`src/core/uhb_regs.svh`:
```
// Operation
// - eight-bit data bus driven only during reads, otherwise released
// - data bit 0 is least significant and first serial bit
// - low ready input means modem ready; level mirrored in status register
// - writing one to modem control bit 0 drives terminal ready low
// - terminal ready high after writing zero to bit 0 and after reset
// - interrupt output enabled only while control bit 3 set; sources via enable register
// - interrupt for line errors, rx data, tx space, modem status changes when enabled
// - interrupt output released to high impedance after reset
// - read strobe falling edge drives register chosen by address bits
// - write strobe rising edge stores bus into addressed register of selected channel
// - control bit 3 set: interrupt driven, user output low; clear: released, high
// - user output high after reset
// - active-high reset returns registers and outputs to reset state
// - during reset serial transmit disabled and serial receive ignored
// - ring input rising edge raises modem status interrupt; level in status register
`ifndef UHB_REGS_SVH
`define UHB_REGS_SVH
`define UHB_ADDR_IER 3'h1
`define UHB_ADDR_MCR 3'h4
`define UHB_ADDR_MSR 3'h6
`define UHB_ADDR_SCR 3'h7
`define UHB_MCR_DTR_BIT 0
`define UHB_MCR_OUT_BIT 3
`define UHB_IER_RX_BIT 0
`define UHB_IER_TX_BIT 1
`define UHB_IER_LS_BIT 2
`define UHB_IER_MS_BIT 3
`define UHB_MSR_DDSR_BIT 1
`define UHB_MSR_TERI_BIT 2
`define UHB_MSR_DSR_BIT 5
`define UHB_MSR_RI_BIT 6
`define UHB_RST_BYTE 8'h00
`define UHB_PIN_IDLE 1'h1
`define UHB_FLAG_RST 1'h0
`define UHB_SYNC_RST 17'h11f00
`endif

```
`src/core/uhb_pkg.sv`:
```
package uhb_pkg;
  typedef struct packed {
    logic line_err;
    logic rx_avail;
    logic tx_space;
  } uhb_src_t;
  typedef struct packed {
    logic [7:0] interrupt_enable_reg;
    logic [7:0] modem_control_reg;
    logic [7:0] scr;
  } uhb_regs_t;
endpackage

```
`src/core/uhb_channel.sv`:
```
`timescale 1ns/1ps
`include "uhb_regs.svh"
module uhb_channel
(
  input wire logic I_CLK_SYS,
  input wire logic I_RESET,
  input wire logic I_CHANNEL_SELECT_N,
  input wire logic [2:0] I_ADDR,
  input wire logic I_READ_STROBE_N,
  input wire logic I_WRITE_STROBE_N,
  input wire logic [7:0] I_DATA,
  output logic [7:0] O_DATA,
  output logic O_DATA_OE,
  input wire logic I_SET_READY_IN_N,
  input wire logic I_RING_IN_N,
  output logic O_TERMINAL_READY_OUT_N,
  output logic O_USER_OUTPUT_N,
  output logic O_CHANNEL_IRQ,
  output logic O_CHANNEL_IRQ_OE,
  input wire uhb_pkg::uhb_src_t I_SRC,
  input wire logic I_SERIAL_RX,
  output logic O_SERIAL_TX,
  output logic O_SERIAL_RX_VALID,
  input wire logic I_SERIAL_TX_IN
);
  // every bus and modem pin is asynchronous to the clock, so each passes two flops first
  // the flops reset to the idle pin levels, so leaving reset shows no false strobe edge
  localparam int SYNC_W = 17;
  localparam logic [16:0] SYNC_RST = `UHB_SYNC_RST;

  wire [16:0] pin_raw;
  wire [16:0] pin_sync;
  logic cs_n;
  logic [2:0] addr;
  logic rd_n;
  logic wr_n;
  logic dsr_n;
  logic ri_n;
  logic rx_s;
  logic [7:0] wdata;

  logic rd_d_r;
  logic wr_d_r;
  logic dsr_d_r;
  logic ri_d_r;
  logic ddsr_r;
  logic teri_r;
  logic rd_active_r;
  logic [7:0] rdata_r;
  uhb_pkg::uhb_regs_t regs_r;

  logic selected;
  logic rd_fall;
  logic wr_rise;
  logic wr_ier;
  logic wr_mcr;
  logic wr_scr;
  logic msr_read;
  logic ri_rise;
  logic dsr_chg;
  logic [7:0] msr_val;
  logic ms_pend;
  logic src_ls;
  logic src_rx;
  logic src_tx;
  logic src_ms;
  logic irq_any;
  logic out_en;

  logic [7:0] ier_nxt;
  logic [7:0] mcr_nxt;
  logic [7:0] scr_nxt;
  logic ddsr_nxt;
  logic teri_nxt;
  logic [7:0] rdata_nxt;
  logic rd_active_nxt;

  // one decoder serves every strobe, so reads and writes agree on the map
  function automatic logic reg_hit(input logic [2:0] a, input logic [2:0] code, input logic strobe);
    reg_hit = strobe & (a == code);
  endfunction

  // unmapped addresses read as zero rather than an echo of the last value
  function automatic logic [7:0] rd_mux(input logic [2:0] a, input uhb_pkg::uhb_regs_t r, input logic [7:0] m);
    unique case (a)
      `UHB_ADDR_IER: rd_mux = r.interrupt_enable_reg;
      `UHB_ADDR_MCR: rd_mux = r.modem_control_reg;
      `UHB_ADDR_MSR: rd_mux = m;
      `UHB_ADDR_SCR: rd_mux = r.scr;
      default: rd_mux = 8'h00;
    endcase
  endfunction

  assign pin_raw = {I_CHANNEL_SELECT_N, I_ADDR, I_READ_STROBE_N, I_WRITE_STROBE_N, I_SET_READY_IN_N, I_RING_IN_N,
    I_SERIAL_RX, I_DATA};

  // one cell per pin keeps each flop pair private to that pin
  genvar gi;
  generate
    for (gi = 0; gi < SYNC_W; gi = gi + 1)
    begin : g_sync
      logic meta_r;
      logic sync_r;
      always_ff @(posedge I_CLK_SYS or posedge I_RESET)
      begin
        if (I_RESET)
        begin
          meta_r <= SYNC_RST[gi];
          sync_r <= SYNC_RST[gi];
        end
        else
        begin
          meta_r <= pin_raw[gi];
          sync_r <= meta_r;
        end
      end
      assign pin_sync[gi] = sync_r;
    end
  endgenerate

  assign cs_n = pin_sync[16];
  assign addr = pin_sync[15:13];
  assign rd_n = pin_sync[12];
  assign wr_n = pin_sync[11];
  assign dsr_n = pin_sync[10];
  assign ri_n = pin_sync[9];
  assign rx_s = pin_sync[8];
  // d0 is the lsb and stays at bit 0, so the bus bits keep their order
  assign wdata = pin_sync[7:0];

  // an access aimed at the other channel leaves this one untouched
  assign selected = ~cs_n;
  assign rd_fall = rd_d_r & ~rd_n & selected;
  assign wr_rise = ~wr_d_r & wr_n & selected;
  assign wr_ier = reg_hit(addr, `UHB_ADDR_IER, wr_rise);
  assign wr_mcr = reg_hit(addr, `UHB_ADDR_MCR, wr_rise);
  assign wr_scr = reg_hit(addr, `UHB_ADDR_SCR, wr_rise);
  assign msr_read = reg_hit(addr, `UHB_ADDR_MSR, rd_fall);
  assign ri_rise = ~ri_d_r & ri_n;
  assign dsr_chg = dsr_d_r ^ dsr_n;

  // status bits hold inverted pin levels: a low pin reads as one (asserted)
  assign msr_val = {1'h0, ~ri_n, ~dsr_n, 2'h0, teri_r, ddsr_r, 1'h0};
  assign ms_pend = ddsr_r | teri_r;
  // interrupt sources are levels from this clock domain and pass no synchroniser
  assign src_ls = regs_r.interrupt_enable_reg[`UHB_IER_LS_BIT] & I_SRC.line_err;
  assign src_rx = regs_r.interrupt_enable_reg[`UHB_IER_RX_BIT] & I_SRC.rx_avail;
  assign src_tx = regs_r.interrupt_enable_reg[`UHB_IER_TX_BIT] & I_SRC.tx_space;
  assign src_ms = regs_r.interrupt_enable_reg[`UHB_IER_MS_BIT] & ms_pend;
  assign irq_any = src_ls | src_rx | src_tx | src_ms;
  assign out_en = regs_r.modem_control_reg[`UHB_MCR_OUT_BIT];

  assign ier_nxt = wr_ier ? wdata : regs_r.interrupt_enable_reg;
  assign mcr_nxt = wr_mcr ? wdata : regs_r.modem_control_reg;
  assign scr_nxt = wr_scr ? wdata : regs_r.scr;
  // a status read clears the delta flags, but a new edge in that same cycle wins
  assign ddsr_nxt = dsr_chg | (ddsr_r & ~msr_read);
  assign teri_nxt = ri_rise | (teri_r & ~msr_read);
  // read data is caught on the strobe edge and held, so the host sees one value per access
  assign rdata_nxt = rd_fall ? rd_mux(addr, regs_r, msr_val) : rdata_r;
  assign rd_active_nxt = rd_fall | (rd_active_r & ~rd_n & selected);

  // the delayed copies reset to the idle levels, so leaving reset fakes no edge
  always_ff @(posedge I_CLK_SYS or posedge I_RESET)
  begin
    if (I_RESET)
    begin
      rd_d_r <= `UHB_PIN_IDLE;
    end
    else
    begin
      rd_d_r <= rd_n;
    end
  end

  always_ff @(posedge I_CLK_SYS or posedge I_RESET)
  begin
    if (I_RESET)
    begin
      wr_d_r <= `UHB_PIN_IDLE;
    end
    else
    begin
      wr_d_r <= wr_n;
    end
  end

  always_ff @(posedge I_CLK_SYS or posedge I_RESET)
  begin
    if (I_RESET)
    begin
      dsr_d_r <= `UHB_PIN_IDLE;
    end
    else
    begin
      dsr_d_r <= dsr_n;
    end
  end

  always_ff @(posedge I_CLK_SYS or posedge I_RESET)
  begin
    if (I_RESET)
    begin
      ri_d_r <= `UHB_PIN_IDLE;
    end
    else
    begin
      ri_d_r <= ri_n;
    end
  end

  // the data bus passes the same two flops, so the host need hold it only one clock past the rising strobe
  always_ff @(posedge I_CLK_SYS or posedge I_RESET)
  begin
    if (I_RESET)
    begin
      regs_r.interrupt_enable_reg <= `UHB_RST_BYTE;
    end
    else
    begin
      regs_r.interrupt_enable_reg <= ier_nxt;
    end
  end

  always_ff @(posedge I_CLK_SYS or posedge I_RESET)
  begin
    if (I_RESET)
    begin
      regs_r.modem_control_reg <= `UHB_RST_BYTE;
    end
    else
    begin
      regs_r.modem_control_reg <= mcr_nxt;
    end
  end

  always_ff @(posedge I_CLK_SYS or posedge I_RESET)
  begin
    if (I_RESET)
    begin
      regs_r.scr <= `UHB_RST_BYTE;
    end
    else
    begin
      regs_r.scr <= scr_nxt;
    end
  end

  always_ff @(posedge I_CLK_SYS or posedge I_RESET)
  begin
    if (I_RESET)
    begin
      ddsr_r <= `UHB_FLAG_RST;
    end
    else
    begin
      ddsr_r <= ddsr_nxt;
    end
  end

  always_ff @(posedge I_CLK_SYS or posedge I_RESET)
  begin
    if (I_RESET)
    begin
      teri_r <= `UHB_FLAG_RST;
    end
    else
    begin
      teri_r <= teri_nxt;
    end
  end

  always_ff @(posedge I_CLK_SYS or posedge I_RESET)
  begin
    if (I_RESET)
    begin
      rdata_r <= `UHB_RST_BYTE;
    end
    else
    begin
      rdata_r <= rdata_nxt;
    end
  end

  always_ff @(posedge I_CLK_SYS or posedge I_RESET)
  begin
    if (I_RESET)
    begin
      rd_active_r <= `UHB_FLAG_RST;
    end
    else
    begin
      rd_active_r <= rd_active_nxt;
    end
  end

  assign O_DATA = rdata_r;
  assign O_DATA_OE = rd_active_r;
  assign O_TERMINAL_READY_OUT_N = ~regs_r.modem_control_reg[`UHB_MCR_DTR_BIT];
  // mcr resets to zero, so the irq pin floats and the user pin sits high straight out of reset
  assign O_USER_OUTPUT_N = ~out_en;
  assign O_CHANNEL_IRQ = out_en & irq_any;
  assign O_CHANNEL_IRQ_OE = out_en;
  // reset holds the line idle and masks the receiver; the async reset forces both at once
  assign O_SERIAL_TX = I_RESET | I_SERIAL_TX_IN;
  assign O_SERIAL_RX_VALID = ~I_RESET & rx_s;
endmodule // uhb_channel

```
`config.mk`:
```
export PLATFORM = sky130hd
export DESIGN_NAME = uhb_channel
export DESIGN_NICKNAME = d
export VERILOG_FILES = /design/src/core/uhb_pkg.sv /design/src/core/uhb_channel.sv
export VERILOG_INCLUDE_DIRS = /design/src /design/src/core
export SDC_FILE = /design/constraint.sdc
export NUM_CORES = 1
export LEC_CHECK = 0
export BUFFER_PORTS_ARGS = -buffer_cell sky130_fd_sc_hd__buf_2
export CAP_MARGIN = 10
export CORE_ASPECT_RATIO = 0.7
export CORE_MARGIN = 4
export CORE_UTILIZATION = 35
export CTS_BUF_LIST = sky130_fd_sc_hd__clkbuf_8
export CTS_CLUSTER_DIAMETER = 30
export DETAILED_ROUTE_END_ITERATION = 12
export SYNTH_ARGS = -nofsm -noshare
export SYNTH_HDL_FRONTEND = slang
export SYNTH_SLANG_ARGS = --single-unit
```
`constraint.sdc`:
```
create_clock -name I_CLK_SYS -period 3.2 [get_ports I_CLK_SYS]
set_clock_uncertainty 0.1 [all_clocks]
set_input_delay 0 -clock I_CLK_SYS [delete_from_list [all_inputs] [get_ports I_CLK_SYS]]
set_output_delay 0 -clock I_CLK_SYS [all_outputs]
set_load 0.005 [all_outputs]
```
* After elaboration in Yosys (flattened, before gate mapping) *
Index checks and enable logic that the tools add are counted.

word-level totals
  register bits after elaboration = 73
  bits of input ports = 23
  output and inout bits = 15
  logic and storage cells = 88

operators by class
  equality and inequality tests = 4
  mux-type cells = 1
  bitwise operators = 38

operator list
  kind                                                                    count
  8-bit one-hot mux with 4 select lines                                   1
  1-bit bitwise AND                                                       19
  1-bit inverter                                                          10
  3-bit equality test (second input constant)                             3
  1-bit OR                                                                8
  3-bit by 1-bit equality test with 1-bit output (second input constant)  1
  1-bit bitwise XOR                                                       1

* Depth between registers and ports, before layout *
  depth after elaboration = 7
  gate-level depth with buffers = 5
  depth with buffers taken out = 4

* Worst setup path before layout *
No wires, ideal clock.

  kind = flip-flop to flip-flop
  start = register g_sync[13].sync_r
  end = register regs_r[0] (netlist name)
  setup time = 125 ps
  arrival = 1321 ps
  data required time = 2975 ps
  path slack = 1654 ps
  stages on the path, launching flop included = 6
  path buffers = 2
  period minus slack after synthesis = 1546 ps
  path through = dfrtp_1 -> and2_1 -> buf_6 -> and4_4 -> buf_12 -> mux2_4

between the ends
  word-level cells in the longest chain between the ends = 2

RTL lines
  element                 line                source
  start, declared         uhb_channel.sv:103  logic sync_r;
  start signal, assigned  uhb_channel.sv:109  sync_r <= SYNC_RST[gi];
  start signal, assigned  uhb_channel.sv:114  sync_r <= meta_r;
  3-bit equality test     uhb_channel.sv:80   reg_hit = strobe & (a == code);
  1-bit bitwise AND       uhb_channel.sv:80
  end, declared           uhb_channel.sv:50   uhb_pkg::uhb_regs_t regs_r;

Every way passes these cells.
A chain may end at the register's enable or synchronous reset.

* Worst setup path in the final report *
  start = register g_sync[14].sync_r
  end = register regs_r[1] (netlist name)

between the ends
  word-level cells in the longest chain between the ends = 2

RTL lines
  element                 line
  start, declared         uhb_channel.sv:103
  start signal, assigned  uhb_channel.sv:109
  start signal, assigned  uhb_channel.sv:114
  3-bit equality test     uhb_channel.sv:80
  1-bit bitwise AND       uhb_channel.sv:80

Every way passes these cells.

==> run_results.csv <==
group,metric,value,unit
outcome,status,"finished, final reports clean",
timing,hold_violations,0,
clock_tree,post-cts-setup-buffer-count,0,
yosys,post-synth-top-area-cell,"dfrtp_1",
power,fin_total_pwr,0.001949,W
placed_design,placedInstanceArea,0.002910,sq mm
critical_path,worst_setup_path_start_kind,"register",
detailed_routing,routed_via_count,1544,
critical_path,rrSetupSlack,1270,ps
clock_tree,cts_tree,"done",
yosys,syn_area,0.002633,sq mm
clock_tree,clock_latency,340,ps
detailed_routing,route.detailed.wl_per_inst,14.65,um
timing,timing.final.setup_violations,0,
timing,final-max-slew-violation-count,0,
layout,finished_cell_area,0.003278,sq mm
critical_path,worst_setup_path_end_kind,"register",
detailed_routing,drt_first_pass_iters,4,
die,num_io_pins,38,
layout,fin_nets,258,
power,cellLeakagePower,1.501,nW
yosys,number_of_enable_flip_flop_cells_after_synthesis,0,
critical_path,path_delay_family,"simple AND/OR/NAND/NOR gates",
worst_hold_path,min_path_type,"primary input to output pin",
critical_path,cp_max_fo,13,
layout,drive_above_1_share,42.92,%
timing,period_minus_slack,1932,ps
clock_tree,clock_sinks,73,
placed_design,dp.cells,304,
grt,grt_overflow,0,
clock_tree,clk_transition_reported_paths,70,ps
placed_design,dp_hpwl,3362,um
yosys,synthesis.nets,195,
grt,grt_pass1_wl,8390,um
grt,grt_pass1_vias,1610,
die,die_area,0.008995,sq mm
layout,layout_overhead_on_the_synthesized_area,24.52,%
timing,totalNegativeSetupSlack,0,ps
critical_path,cp.buffers_inverters,0,
placed_design,place.port_buffers,37,
grt,grt_max_degree,43,
critical_path,crit_required,3330,ps
yosys,synthFlopType,"dfrtp_1",
die,core,0.007320,sq mm
die,fp.dieH,80.56,um
detailed_routing,total_wirelength,4952,um
yosys,synthTopCellsByArea,"dfrtp_1 (54%), dfstp_2 (16%), mux2_2 (7.7%)",
critical_path,timing.critical_path.slowest_cell_delay,610,ps
power,p_sw,0.0004586,W
power,pwr_density_cell,594.5,mW/mm^2
power,p_sw_share,23.53,%
clock_tree,cts_resized,0,
yosys,post-synth-top-area-fraction,54.18,%
critical_path,worstReg2RegStart,"g_sync[14].sync_r",
clock_tree,ctsLongestPathBuffers,2,
power,internal_power,0.001490,W
timing,final.period_utilization,60.37,%
yosys,netlist-cell-type-count,35,
critical_path,setup.worst_path.class,"register to register",
clock_tree,post_cts_hold_buffer_count,18,
die,initial_core_util,35.97,%
critical_path,crit_chain,"and2_1, and4_4, mux2_4",
critical_path,r2r_end,"regs_r[1]",
timing,final.hold.worst_slack,157.2,ps
worst_hold_path,hold_depth,3,
detailed_routing,drcViolationCount,0,
die,placement_rows,26,
timing,clock.fmax,0.5177,GHz
die,chipWidth,111.7,um
detailed_routing,via_per_inst,4.568,
power,vdd_ir_drop_max,0.2191,mV
yosys,ys_warn_count,0,
power,seq_power_share,55.9,%
power,clock_power_share,34.4,%
worst_hold_path,timing.hold.worst.start,"I_SERIAL_TX_IN",
yosys,synthArstFlopShare,100.0,%
clock_tree,clockRootBuffer,"clkbuf_8",
timing,rsz0062_at_grt,"no",
power,power.share.combinational,9.7,%
layout,final_cells,338,
placed_design,final_wtd_congestion,0.7892,
yosys,postSynthCellCount,172,
timing,worst_slew_pin_slew,814.9,ps
yosys,synthTopCellsByCount,"dfrtp_1 (57), mux2_2 (18), dfstp_2 (16)",
yosys,post-synth-top-count-cell,"dfrtp_1",
critical_path,cp_arrival,2060,ps
timing,relSlewSlack,45.59,%
yosys,ys_seq_elements,73,
critical_path,worstSetupStartpoint,"g_sync[14].sync_r",
grt,antenna_found_initial,0,
detailed_routing,detail-route-antenna-nets,0,
worst_hold_path,min_to,"O_SERIAL_TX",
layout,final.fill_count,693,
yosys,synth.avg_cell_area,15.31,sq um
job,drv_cap,0,
layout,antenna_cells_inserted,0,
detailed_routing,dr.first_iter.drc_count,86,
critical_path,slowest_stage,"dfrtp_1",
critical_path,worst-r2r-cell-count,3,
grt,grtUsageTotal,12.50,%
clock_tree,cts_made_buffers,9,
clock_tree,htree_levels,3,
yosys,synth_seq_area_share,70.15,%
-- layout by cell type, fill, tap and decap left out, types with 2 or more instances in the layout --
| cell type | synthesis | layout |
|---|---|---|
| o21ai_0 | 10 | 10 |
| clkinv_2 | 0 | 2 |
| mux2_2 | 18 | 18 |
| buf_2 | 1 | 37 |
| buf_4 | 0 | 2 |
| dlygate4sd3_1 | 0 | 18 |
| dfstp_2 | 16 | 16 |
| a21oi_1 | 7 | 7 |
| dfrtp_1 | 57 | 57 |
| a32o_1 | 7 | 7 |
| inv_1 | 5 | 6 |
| nor2_1 | 5 | 5 |
| clkbuf_8 | 0 | 9 |
| nand2_1 | 12 | 12 |
| mux2_4 | 8 | 8 |
| a31oi_1 | 3 | 3 |
-- flip-flops by register name, summed over array words and instances (netlist names) --
register,flops
O_CHANNEL_IRQ_OE,1
O_DATA,8
O_DATA_OE,1
cs_n,1
ddsr_r,1
dsr_d_r,1
dsr_n,1
g_sync.meta_r,17
g_sync.sync_r,15
rd_d_r,1
regs_r,23
ri_d_r,1
teri_r,1
wr_d_r,1
-- layout make-up --
type	instances	area [sq um]	share of cell area (%)
Clock buffer	9	123.9	3.779
Clock inverter	7	63.81	1.947
Inverter	5	18.77	0.5725
Multi-Input combinational cell	89	721.9	22.02
Sequential cell	73	1847	56.34
Tap cell	98	122.6	3.740
Timing Repair Buffer	57	380.4	11.60
-- stage by stage --
stage               utilization (%)  worst slack (ps)
floorplan                         -              1273
global placement              39.76              1369
detailed placement            39.76              1310
CTS                           44.79              1278
global route                  44.79              1174
finish                        44.79              1268
-- power groups by stage --
stage          registers (W)  logic [W]  clock network [W]
2_1_floorplan        0.00107   0.000128                  0
3_3_place_gp         0.00110   0.000170                  0
3_5_place_dp         0.00110   0.000175                  0
4_1_cts              0.00109   0.000193           0.000695
5_1_grt              0.00110   0.000213           0.000742
6_report             0.00109   0.000189           0.000671
-- kinds of logic after synthesis --
group	after synthesis	synth area share (%)
compound gates	33	8.603
xor+xnor	1	0.3328
buf+inv	10	2.424
flops	73	70.15
mux	26	12.26
simple gates	29	6.227
-- how the worst max path moves through the flow --
| stage | to | slack, ps | depth (start not counted) |
|---|---|---|---|
| finish | regs_r[1] | 1270 | 3 |
| global route | regs_r[1] | 1170 | 3 |
| CTS | regs_r[1] | 1280 | 3 |
| detailed placement | regs_r[3] | 1310 | 3 |
| global placement | regs_r[7] | 1370 | 3 |
| floorplan | O_CHANNEL_IRQ_OE | 1270 | 1 |
-- layer usage --
metal | track usage (%) | routed length, um | vias up
li1 | - | - | 734
met1 | 17.84 | 2568 | 765
met2 | 16.81 | 2025 | 36
met3 | 4.819 | 282 | 9
met4 | 5.103 | 77 | 0
met5 | 0 | 0 | -
-- tightest hold or removal path: stages --
cell and delay (ps):
buf_2 70, or2_2 90, buf_2 100
Power figures use the tool's default switching activity.
